--- src/hdl/adcsc_defs.vh ---
// Constants of the converter sequence control block
//
// Operation
// Averaging codes 000..011 average 1, 2, 4 or 8 samples; reset code 000.
// Software changes averaging only while the converter is stopped.
// Averaging completes for one channel before the next channel is taken.
// Averaging codes with top bit set select test modes with four polarities.
// A finished conversion writes both result bytes and sets done flag bit 1.
// Setting the done flag requests an interrupt when interrupts are enabled.
// Reading the low result byte clears the done flag.
// While the done flag is set, new results are dropped, bytes unchanged.
// Writing one to control bit 0 launches a conversion on selected channel.
// The start bit clears itself when the conversion finishes.
// Amplifier register bit 6 picks high supply (0) or core supply (1) reference.
// Amplifier register bit 5 picks high or core supply minus 0.4 V.
// Divider codes 0..7 divide the system clock by 2 up to 256.
// Channel codes route pin, amplifier, bandgap, temperature, supplies; 110/111 reserved.
// Amplifier register reads as zero; bit 7 enables, low two bits set gain.
// Conversion interrupt enable one allows the interrupt, zero suppresses it.
// Alignment zero right-aligns: high byte top nibble zero, low byte the rest.
// Software waits 20 us after enabling the converter before any start.
`ifndef ADCSC_DEFS_VH
`define ADCSC_DEFS_VH

// ****************************************
// Register addresses
// ****************************************
`define ADCSC_ADDR_CFG 8'hA9
`define ADCSC_ADDR_AMP 8'hB9
`define ADCSC_ADDR_RESL 8'hBA
`define ADCSC_ADDR_RESH 8'hBB
`define ADCSC_ADDR_CTRL 8'hCE
`define ADCSC_ADDR_ISTAT 8'hC0
`define ADCSC_ADDR_ICLR 8'hC1
`define ADCSC_ADDR_IEN 8'hC2

// ****************************************
// Reset values
// ****************************************
`define ADCSC_RST_BYTE 8'h00
`define ADCSC_RST_IRQ 2'h0

// ****************************************
// Control register fields
// ****************************************
`define ADCSC_CTRL_START 0
`define ADCSC_CTRL_DONE 1
`define ADCSC_CTRL_CH_HI 4
`define ADCSC_CTRL_CH_LO 2
`define ADCSC_CTRL_AVG_HI 7
`define ADCSC_CTRL_AVG_LO 5
`define ADCSC_AVG_TEST 2

// ****************************************
// Configuration register fields
// ****************************************
`define ADCSC_CFG_EN 7
`define ADCSC_CFG_IRQEN 6
`define ADCSC_CFG_ALIGN 5
`define ADCSC_CFG_TEMP 4
`define ADCSC_CFG_VDDS 3
`define ADCSC_CFG_DIV_HI 2
`define ADCSC_CFG_DIV_LO 0

// ****************************************
// Amplifier register fields
// ****************************************
`define ADCSC_AMP_EN 7
`define ADCSC_AMP_FSREF 6
`define ADCSC_AMP_VXREF 5
`define ADCSC_AMP_GND 2
`define ADCSC_AMP_GAIN_HI 1
`define ADCSC_AMP_GAIN_LO 0

// ****************************************
// Interrupt status bits
// ****************************************
`define ADCSC_IRQ_DONE 0
`define ADCSC_IRQ_DROP 1

// ****************************************
// Widths and counts
// ****************************************
`define ADCSC_RES_W 12
`define ADCSC_ACC_W 15
`define ADCSC_DIV_W 8
`define ADCSC_DIV_ALL 8'hFF
`define ADCSC_DIV_TOP 3'h7
`define ADCSC_NIB_ZERO 4'h0

`endif

--- src/hdl/adcsc_clk_div.v ---
// Conversion clock divider of the converter sequence control block
`timescale 1ns/100ps
`default_nettype none
`include "adcsc_defs.vh"

module adcsc_clk_div (
  input wire mclk,
  input wire nrst,
  input wire run,
  input wire [2:0] divSel,
  output reg convClk_r,
  output wire divTick
);

  // ****************************************
  // Divide by two to the power of code plus one
  // ****************************************
  reg [`ADCSC_DIV_W-1:0] cnt_r;
  wire [`ADCSC_DIV_W-1:0] term;
  wire [`ADCSC_DIV_W-1:0] cnt_nxt;

  assign term = `ADCSC_DIV_ALL >> (`ADCSC_DIV_TOP - divSel);
  assign divTick = run && (cnt_r == term);
  assign cnt_nxt = (!run || divTick) ? {`ADCSC_DIV_W{1'b0}} : cnt_r + 8'h01;

  always @(posedge mclk or negedge nrst) begin
    if (!nrst) begin
      cnt_r <= {`ADCSC_DIV_W{1'b0}};
      convClk_r <= 1'b0;
    end else begin
      cnt_r <= cnt_nxt;
      convClk_r <= cnt_nxt[divSel];
    end
  end

endmodule // adcsc_clk_div
`default_nettype wire

--- src/hdl/adcsc_avg_acc.v ---
// Sample accumulator for hardware averaging
`timescale 1ns/100ps
`default_nettype none
`include "adcsc_defs.vh"

module adcsc_avg_acc (
  input wire mclk,
  input wire nrst,
  input wire clr,
  input wire add,
  input wire [`ADCSC_RES_W-1:0] sample,
  input wire [1:0] depth,
  output wire lastSample,
  output reg [`ADCSC_RES_W-1:0] avgResult_r,
  output reg avgDone_r
);

  reg [`ADCSC_ACC_W-1:0] acc_r;
  reg [3:0] cnt_r;
  wire [`ADCSC_ACC_W-1:0] accSum;
  wire [`ADCSC_ACC_W-1:0] accAvg;
  wire [3:0] needCnt;

  // ****************************************
  // Sum 1, 2, 4 or 8 samples, shift down by depth
  // ****************************************
  assign needCnt = 4'h1 << depth;
  assign lastSample = add && (cnt_r == needCnt - 4'h1);
  assign accSum = acc_r + {3'h0, sample};
  assign accAvg = accSum >> depth;

  always @(posedge mclk or negedge nrst) begin
    if (!nrst) begin
      acc_r <= {`ADCSC_ACC_W{1'b0}};
      cnt_r <= 4'h0;
      avgResult_r <= {`ADCSC_RES_W{1'b0}};
      avgDone_r <= 1'b0;
    end else begin
      avgDone_r <= lastSample;
      if (clr) begin
        acc_r <= {`ADCSC_ACC_W{1'b0}};
        cnt_r <= 4'h0;
      end else if (add) begin
        acc_r <= accSum;
        cnt_r <= cnt_r + 4'h1;
        if (lastSample) begin
          avgResult_r <= accAvg[`ADCSC_RES_W-1:0];
        end
      end
    end
  end

endmodule // adcsc_avg_acc
`default_nettype wire

--- src/hdl/adcsc_top.v ---
// Converter sequence control: registers, conversion sequencing, results, interrupt
`timescale 1ns/100ps
`default_nettype none
`include "adcsc_defs.vh"

module adcsc_top (
  input wire mclk,
  input wire nrst,
  input wire [7:0] regAddr,
  input wire [7:0] regWdata,
  input wire regWr,
  input wire regRd,
  output reg [7:0] regRdata_r,
  output wire sampleReq,
  input wire sampleDone,
  input wire [`ADCSC_RES_W-1:0] sampleData,
  output wire convClk,
  output wire converterEnable,
  output wire [2:0] inputChannelSelect,
  output wire channelReserved,
  output wire testMode,
  output wire [1:0] testPolarity,
  output wire tempSensorEnable,
  output wire supplyDividerEnable,
  output wire amplifierEnable,
  output wire fullscaleReferenceSelect,
  output wire amplifierReferenceSelect,
  output wire amplifierInputGround,
  output wire [1:0] amplifierGain,
  output wire convBusy,
  output wire irq
);

  // ****************************************
  // Sequencer states
  // ****************************************
  localparam [1:0] ST_IDLE = 2'h0;
  localparam [1:0] ST_REQ = 2'h1;
  localparam [1:0] ST_WAIT = 2'h2;
  localparam [1:0] ST_FIN = 2'h3;

  reg [1:0] state_r;
  reg [1:0] state_nxt;
  reg [7:0] cfg_r;
  reg [7:0] amp_r;
  reg [2:0] avgDepth_r;
  reg [2:0] input_channel_select_r;
  reg convTrigger_r;
  reg convTrigger_nxt;
  reg doneFlag_r;
  reg doneFlag_nxt;
  reg [7:0] resLow_r;
  reg [7:0] resHigh_r;
  reg [1:0] irqStat_r;
  reg [1:0] irqStat_nxt;
  reg [1:0] irqEn_r;
  reg sampleReq_r;
  reg sampleReq_nxt;
  reg accClr;
  reg accAdd;
  reg [7:0] rdData;

  wire wrCfg;
  wire wrAmp;
  wire wrCtrl;
  wire wrIclr;
  wire wrIen;
  wire rdLow;
  wire divTick;
  wire lastSample;
  wire avgDone;
  wire [`ADCSC_RES_W-1:0] avgResult;
  wire [1:0] accDepth;
  wire resultLand;
  wire resultDrop;
  wire [7:0] fmtHigh;
  wire [7:0] fmtLow;

  // ****************************************
  // Address decode
  // ****************************************
  assign wrCfg = regWr && (regAddr == `ADCSC_ADDR_CFG);
  assign wrAmp = regWr && (regAddr == `ADCSC_ADDR_AMP);
  assign wrCtrl = regWr && (regAddr == `ADCSC_ADDR_CTRL);
  assign wrIclr = regWr && (regAddr == `ADCSC_ADDR_ICLR);
  assign wrIen = regWr && (regAddr == `ADCSC_ADDR_IEN);
  assign rdLow = regRd && (regAddr == `ADCSC_ADDR_RESL);

  // ****************************************
  // Software written settings
  // ****************************************
  always @(posedge mclk or negedge nrst) begin
    if (!nrst) begin
      cfg_r <= `ADCSC_RST_BYTE;
      amp_r <= `ADCSC_RST_BYTE;
      avgDepth_r <= 3'h0;
      input_channel_select_r <= 3'h0;
      irqEn_r <= `ADCSC_RST_IRQ;
    end else begin
      if (wrCfg) begin
        cfg_r <= regWdata;
      end
      if (wrAmp) begin
        amp_r <= regWdata;
      end
      if (wrCtrl) begin
        avgDepth_r <= regWdata[`ADCSC_CTRL_AVG_HI:`ADCSC_CTRL_AVG_LO];
        input_channel_select_r <= regWdata[`ADCSC_CTRL_CH_HI:`ADCSC_CTRL_CH_LO];
      end
      if (wrIen) begin
        irqEn_r <= regWdata[1:0];
      end
    end
  end

  // ****************************************
  // Outputs to the analog side
  // ****************************************
  assign converterEnable = cfg_r[`ADCSC_CFG_EN];
  assign tempSensorEnable = cfg_r[`ADCSC_CFG_TEMP];
  assign supplyDividerEnable = cfg_r[`ADCSC_CFG_VDDS];
  assign inputChannelSelect = input_channel_select_r;
  assign channelReserved = input_channel_select_r[2] && input_channel_select_r[1];
  assign testMode = avgDepth_r[`ADCSC_AVG_TEST];
  assign testPolarity = avgDepth_r[1:0];
  assign amplifierEnable = amp_r[`ADCSC_AMP_EN];
  assign fullscaleReferenceSelect = amp_r[`ADCSC_AMP_FSREF];
  assign amplifierReferenceSelect = amp_r[`ADCSC_AMP_VXREF];
  assign amplifierInputGround = amp_r[`ADCSC_AMP_GND];
  assign amplifierGain = amp_r[`ADCSC_AMP_GAIN_HI:`ADCSC_AMP_GAIN_LO];
  assign sampleReq = sampleReq_r;
  assign convBusy = convTrigger_r;

  // ****************************************
  // Conversion clock
  // ****************************************
  adcsc_clk_div uDiv (
    .mclk(mclk),
    .nrst(nrst),
    .run(converterEnable),
    .divSel(cfg_r[`ADCSC_CFG_DIV_HI:`ADCSC_CFG_DIV_LO]),
    .convClk_r(convClk),
    .divTick(divTick)
  );

  // ****************************************
  // Averaging; test modes take one sample
  // ****************************************
  assign accDepth = testMode ? 2'h0 : avgDepth_r[1:0];

  adcsc_avg_acc uAvg (
    .mclk(mclk),
    .nrst(nrst),
    .clr(accClr),
    .add(accAdd),
    .sample(sampleData),
    .depth(accDepth),
    .lastSample(lastSample),
    .avgResult_r(avgResult),
    .avgDone_r(avgDone)
  );

  // ****************************************
  // Sequencer
  // ****************************************
  always @* begin
    state_nxt = state_r;
    sampleReq_nxt = sampleReq_r;
    accClr = 1'b0;
    accAdd = 1'b0;
    case (state_r)
      ST_IDLE: begin
        if (convTrigger_r) begin
          accClr = 1'b1;
          state_nxt = ST_REQ;
        end
      end
      ST_REQ: begin
        if (divTick) begin
          sampleReq_nxt = 1'b1;
          state_nxt = ST_WAIT;
        end
      end
      ST_WAIT: begin
        if (sampleDone) begin
          sampleReq_nxt = 1'b0;
          accAdd = 1'b1;
          // The one selected channel finishes its average before the sequence ends
          state_nxt = lastSample ? ST_FIN : ST_REQ;
        end
      end
      ST_FIN: begin
        if (avgDone) begin
          state_nxt = ST_IDLE;
        end
      end
      default: begin
        state_nxt = ST_IDLE;
      end
    endcase
  end

  // ****************************************
  // Result formatting
  // ****************************************
  assign fmtHigh = cfg_r[`ADCSC_CFG_ALIGN] ? avgResult[11:4] :
    {`ADCSC_NIB_ZERO, avgResult[11:8]};
  assign fmtLow = cfg_r[`ADCSC_CFG_ALIGN] ? {avgResult[3:0], `ADCSC_NIB_ZERO} :
    avgResult[7:0];

  assign resultLand = avgDone && !doneFlag_r;
  assign resultDrop = avgDone && doneFlag_r;

  // ****************************************
  // Start bit and done flag
  // ****************************************
  always @* begin
    convTrigger_nxt = convTrigger_r;
    if (wrCtrl && regWdata[`ADCSC_CTRL_START]) begin
      convTrigger_nxt = 1'b1;
    end
    if (avgDone) begin
      convTrigger_nxt = 1'b0;
    end
    // Set beats the clearing read in the same cycle
    doneFlag_nxt = resultLand || (doneFlag_r && !rdLow);
  end

  always @(posedge mclk or negedge nrst) begin
    if (!nrst) begin
      state_r <= ST_IDLE;
      sampleReq_r <= 1'b0;
      convTrigger_r <= 1'b0;
      doneFlag_r <= 1'b0;
      resLow_r <= `ADCSC_RST_BYTE;
      resHigh_r <= `ADCSC_RST_BYTE;
    end else begin
      state_r <= state_nxt;
      sampleReq_r <= sampleReq_nxt;
      convTrigger_r <= convTrigger_nxt;
      doneFlag_r <= doneFlag_nxt;
      if (resultLand) begin
        resLow_r <= fmtLow;
        resHigh_r <= fmtHigh;
      end
    end
  end

  // ****************************************
  // Interrupt status, clear and enable
  // ****************************************
  always @* begin
    irqStat_nxt = irqStat_r;
    if (wrIclr) begin
      irqStat_nxt = irqStat_r & ~regWdata[1:0];
    end
    if (resultLand && cfg_r[`ADCSC_CFG_IRQEN]) begin
      irqStat_nxt[`ADCSC_IRQ_DONE] = 1'b1;
    end
    if (resultDrop) begin
      irqStat_nxt[`ADCSC_IRQ_DROP] = 1'b1;
    end
  end

  always @(posedge mclk or negedge nrst) begin
    if (!nrst) begin
      irqStat_r <= `ADCSC_RST_IRQ;
    end else begin
      irqStat_r <= irqStat_nxt;
    end
  end

  assign irq = |(irqStat_r & irqEn_r);

  // ****************************************
  // Read data, one cycle after the strobe
  // ****************************************
  always @* begin
    rdData = `ADCSC_RST_BYTE;
    case (regAddr)
      `ADCSC_ADDR_CFG: begin
        rdData = cfg_r;
      end
      `ADCSC_ADDR_CTRL: begin
        rdData = {avgDepth_r, input_channel_select_r, doneFlag_r, convTrigger_r};
      end
      `ADCSC_ADDR_RESL: begin
        rdData = resLow_r;
      end
      `ADCSC_ADDR_RESH: begin
        rdData = resHigh_r;
      end
      `ADCSC_ADDR_ISTAT: begin
        rdData = {6'h00, irqStat_r};
      end
      `ADCSC_ADDR_IEN: begin
        rdData = {6'h00, irqEn_r};
      end
      default: begin
        // Amplifier, clear and unmapped addresses read as zero
        rdData = `ADCSC_RST_BYTE;
      end
    endcase
  end

  always @(posedge mclk or negedge nrst) begin
    if (!nrst) begin
      regRdata_r <= `ADCSC_RST_BYTE;
    end else if (regRd) begin
      regRdata_r <= rdData;
    end else begin
      regRdata_r <= `ADCSC_RST_BYTE;
    end
  end

endmodule // adcsc_top
`default_nettype wire

--- config.mk ---
export PLATFORM = sky130hd
export DESIGN_NAME = adcsc_top
export DESIGN_NICKNAME = d
export VERILOG_FILES = /design/src/hdl/adcsc_clk_div.v /design/src/hdl/adcsc_avg_acc.v /design/src/hdl/adcsc_top.v
export VERILOG_INCLUDE_DIRS = /design/src /design/src/hdl
export SDC_FILE = /design/constraint.sdc
export NUM_CORES = 1
export LEC_CHECK = 0
export ABC_CLOCK_PERIOD_IN_PS = 4500
export BUFFER_PORTS_ARGS = -buffer_cell sky130_fd_sc_hd__buf_2
export CORE_MARGIN = 1.5
export CORE_UTILIZATION = 49
export DETAILED_ROUTE_END_ITERATION = 7
export GPL_TIMING_DRIVEN = 0
export PLACE_DENSITY = 0.76
export REMOVE_ABC_BUFFERS = 1
export SYNTH_ARGS = -nofsm -noshare
export SYNTH_HDL_FRONTEND = slang
export SYNTH_SLANG_ARGS = --single-unit
--- constraint.sdc ---
create_clock -name mclk -period 4.5 [get_ports mclk]
set_clock_uncertainty 0.05 [all_clocks]
set_input_delay 0.675 -clock mclk [delete_from_list [all_inputs] [get_ports mclk]]
set_output_delay 0.675 -clock mclk [all_outputs]
set_load 0.05 [all_outputs]
======== Word level (Yosys, flattened, before mapping) ========
Index checks and enable logic that the tools add are counted.
W data, S select, Z words.
cells by class
  add/sub/neg operators ................... 5
  bitwise gates (word level) .............. 4
  $lt $le $gt $ge ......................... 1
  reductions and logical operators ........ 29
  shift operators ......................... 3
  equal/unequal tests ..................... 17
  mux-type cells .......................... 30
operators by type and width
  operator               count
  $eq A8 B8 Y1 const B   8
  $pmux W8 S6            1
  $mux W8                4
  $mux W15               2
  $add A15 B12 Y15       1
  $shr A15 B2 Y12        1
  $logic_and A1 B1 Y1    14
  $mux W2                7
  $mux W1                11
  $reduce_bool A2 Y1     5
  $add A8 B1 Y8 const B  1
  $eq A8 B8 Y1           1
  $mux W4                2
  $pmux W2 S4            1
  $shr A8 B3 Y8 const A  1
  $reduce_and A3 Y1      2
  $add A4 B1 Y4 const B  1
  $and A2 B2 Y2          2
  $eq A2 B2 Y1 const B   2
  $eq A4 B4 Y1           1
  $lt A3 B4 Y1 const B   1
  $ne A2 B1 Y1 const B   2
  $ne A2 B2 Y1 const B   2
  $reduce_and A4 Y1      1
  12 further kinds       15
storage, ports and cells
  input bits .............................. 33
  output and inout port bits .............. 28
  word-level logic and storage cells ...... 109
  bits in registers ....................... 96

======== Logic depth before layout (Yosys ltp) ========
  depth in word-level cells ............... 8
  gate-level depth with buffers ........... 9

======== Hierarchy ========
A second synthesis with hierarchy kept.
unflattened totals
  cells, all modules ...................... 579
  area, all modules ....................... 5654.2 um2
by module, submodules not included
  module         cells an instance  area an instance (um2)  seq. area each (um2)  times used
  adcsc_top      231                2531.2                  1326.3                1
  adcsc_avg_acc  265                2418.6                  800.8                 1
  adcsc_clk_div  83                 704.4                   225.2                 1

======== Worst setup path before layout ========
No wires, ideal clock.
  path kind ............................... input to register
  start point ............................. input sampleData[0]
  end point ............................... register uAvg.avgResult_r[11]
  path buffers ............................ 0
  path slack .............................. 1.338 ns
  arrival time ............................ 2.978 ns
  stages .................................. 9
  cell sequence ........................... ha_1 -> fa_1 -> a211oi_1 -> o21a_1 -> o211ai_2 -> a31oi_4 -> mux2_2 -> a2111oi_2 -> a211oi_1
on the way
  word-level cells in the longest chain between the ends .. 2
RTL lines
  element               line                text
  from (decl)           adcsc_top.v:16      input wire [`ADCSC_RES_W-1:0] sampleData,
  $add A15 B12 Y15      adcsc_avg_acc.v:29  assign accSum = acc_r + {3'h0, sample};
  $shr A15 B2 Y12       adcsc_avg_acc.v:30  assign accAvg = accSum >> depth;
  to (signal assigned)  adcsc_avg_acc.v:36  avgResult_r <= {`ADCSC_RES_W{1'b0}};
  to (signal assigned)  adcsc_avg_acc.v:47  avgResult_r <= accAvg[`ADCSC_RES_W-1:0];
  to (decl)             adcsc_avg_acc.v:14  output reg [`ADCSC_RES_W-1:0] avgResult_r,
Every way passes these cells.
A chain may end at the register's enable or synchronous reset.

======== Worst setup path after layout ========
Ends and elaborated chain as after synthesis.

==> results.toml <==
[run_status]
outcome = "completed"

[synthesis]
yosysWarnings = 0
yosysMostFrequentCell = "dfrtp_1"
synth_edf_count = 0
synth_area_leaders = "dfrtp_1, nand2_1, mux2_2"
synth_seq_cells = 94
synth_ff_type = "dfrtp_1"
synth_cell_types = 68
synth_area_per_cell_um2 = 9.58
seq_area_frac_synth_pct = 44.7
ys_async_sr_fraction_pct = 100
yosysTopAreaCell = "dfrtp_1"
netlist_instances = 550
synth_top_area_share_pct = 44.7
netlist_top_cells_count = "dfrtp_1, nand2_1, o21ai_0"
synthesis.area_um2 = 5270

[detailed_routing]
dr.pass1.iters = 5
via_per_inst = 5.92
vias = 4353
drtIter0Drc = 309
post_drt_wl_per_cell_um = 16.6
drc = 0
wirelength_um = 12200
drtAntennaViolNets = 0

[clocking]
clkTransAtPathRegs_ns = 0.10
numCtsBuffers = 9
ctsResizeCount = 0
hold_buffers = 0
clock-sinks = 94
post_cts.repair.setup_buffers = 0
cts-root-buf = "clkbuf_8"
cts_tree = "built"
insertion_delay_ns = 0.36
clockBufferDepth = 2
cts_max_level = 3

[power]
internal_power_uw = 1450
leakagePower_uw = 0.00266
switching_power_uw = 872
power_frac_comb_pct = 33.0
p_sw_share_pct = 37.6
vdd_drop_max_mv = 0.284
powerDensity_nw_per_um2 = 398
p_clk_share_pct = 23.0
pwr-share-seq_pct = 44.0

[timing]
timing.final.crit_share_pct = 72.3
period_minus_slack_ns = 3.25
hold_viol = 0
tightest_slew_ns = 1.32
setup_violations = 0
fmax_mhz = 308
rsz0062_at_grt = "false"
timing.slew.headroom_pct = 11.5
slew_violations = 0
setup_tns_ns = 0

[critical_path]
critical-path-top-delay-family = "compound AO/OA/AOI/OAI gates"
cp_data_arrival_time_ns = 3.43
crit_path_start_kind = "input port"
cp_slowest_stage_delay_ns = 0.44
crit_slowest_cell = "fa_1"
cpMostUsedCell = "a211oi_1"
worst_setup_path_end_kind = "register"
path_buf_inv = 1
critPathRequiredTime_ns = 4.68
worstSetupPathType = "in -> reg"
cp_max_fo = 6
crit_chain = "buf_2 > ha_1 > fa_1 > a211oi_1 > o21a_1 > o211ai_2 > a31oi_4 > mux2_2 > a2111oi_2 > a211oi_1"

[layout]
design_area_um2 = 5830
layout.nets = 642
drive_above_1_share_pct = 18.7
diodes = 0
nFillCells = 952
synthToLayoutAreaGrowth_pct = 10.7

[global_routing]
grt_remaining_overflow = 0
grt_pass1_wl_um = 20500
grt_pass1_vias = 4235
track_usage_pct = 22.5
grt_max_degree = 54
antenna_found_initial = 0

[worst_hold_path]
hp-class = "in -> async"

[place]
io_buffers = 60
placed_area_um2 = 5640
dp_hpwl_um = 8940
place_congestion = 0.865

[floorplan]
io_pins = 61
die-height_um = 107
die_x_um = 107
start_util_pct = 50.8
num_rows = 37
core_um2 = 10400
die_area_um2 = 11400

[job]
cap_violations = 0
==> cell type report <==
| cell class | instances | area [µm²] | area share [%] |
|---|---|---|---|
| clock inverter | 6 | 53.8 | 0.923 |
| tap | 136 | 170 | 2.92 |
| timing repair buffer | 61 | 330 | 5.67 |
| inverter | 13 | 53.8 | 0.923 |
| clock buffer | 10 | 128 | 2.19 |
| multi-input combinational | 415 | 2740 | 47.0 |
| sequential | 94 | 2350 | 40.4 |
==> metrics by stage <==
step	hold WS [ns]	worst slack [ns]	cells	utilization (%)	total power, µW
3_3_place_gp	0.419	0.974	718	54.1	1760
3_5_place_dp	0.421	0.888	719	54.4	1790
4_1_cts	0.250	1.25	735	56.2	2330
6_report	0.241	1.25	735	56.2	2320
5_1_grt	0.270	1.07	735	56.2	2460
2_1_floorplan	0.329	1.34	522	-	1580
==> flip-flops by register name, indices dropped and copies added (netlist names), 3 cells and up <==
register,cells
uAvg.acc_r,15
uAvg.avgResult_r,12
cfg_r,8
regRdata_r,8
resHigh_r,8
resLow_r,8
uDiv.cnt_r,8
amp_r,6
uAvg.cnt_r,4
avgDepth_r,3
inputChannelSelect,3
==> logic make-up after synthesis <==
kind of cell | share of synthesized area [%]
DFF | 44.7
buffers and inverters | 3.40
xor gates and xnor gates | 3.49
muxes | 8.22
adders and majority gates | 3.71
and+or+nand+nor | 16.4
AOI/OAI and AO/OA | 20.1
==> path summary, 6_finish.rpt <==
path	start	to	slack, ns	depth (start not counted)
worst min-delay path	nrst	uAvg.acc_r[7]	0.24	1
worst max register to register	uAvg.acc_r[0]	uAvg.avgResult_r[11]	1.27	9
worst min register to register	resHigh_r[4]	resHigh_r[4]	0.44	2
max in group asynchronous	nrst	uAvg.avgResult_r[1]	3.52	2
min in group mclk	resHigh_r[4]	resHigh_r[4]	0.44	2
worst max-delay path	sampleData[0]	uAvg.avgResult_r[11]	1.25	10
==> layout by cell type (no fill, tap or decap), types with 13 or more instances in the layout <==
master    instances
nand2b_1         13
o21ai_0          47
a21oi_1          24
mux2_2           24
ha_1             14
a22o_1           13
nand2_1          80
buf_2            59
mux2i_1          14
dfrtp_1          94
nor2_1           42
==> power groups by stage <==
| stage | clock network [µW] | registers, µW | logic, µW |
|---|---|---|---|
| 3_3_place_gp | 0 | 1030 | 728 |
| 3_5_place_dp | 0 | 1030 | 757 |
| 2_1_floorplan | 0 | 1030 | 547 |
| 6_report | 533 | 1020 | 766 |
| 4_1_cts | 550 | 1020 | 761 |
| 5_1_grt | 585 | 1030 | 844 |
==> routing by layer <==
layer / track usage, % / wire, µm
met1: 30.5 / 5460
met2: 37.5 / 6080
met3: 3.83 / 493
met4: 5.90 / 151
met5: 0 / 0
==> worst register-to-register path: stages (launching register included) <==
cell and delay, ns:
dfrtp_1 0.40, ha_1 0.23, fa_1 0.44, a211oi_1 0.40, o21a_1 0.23, o211ai_2 0.14
a31oi_4 0.30, mux2_2 0.38, a2111oi_2 0.44, a211oi_1 0.10
Power figures use the tool's default switching activity.
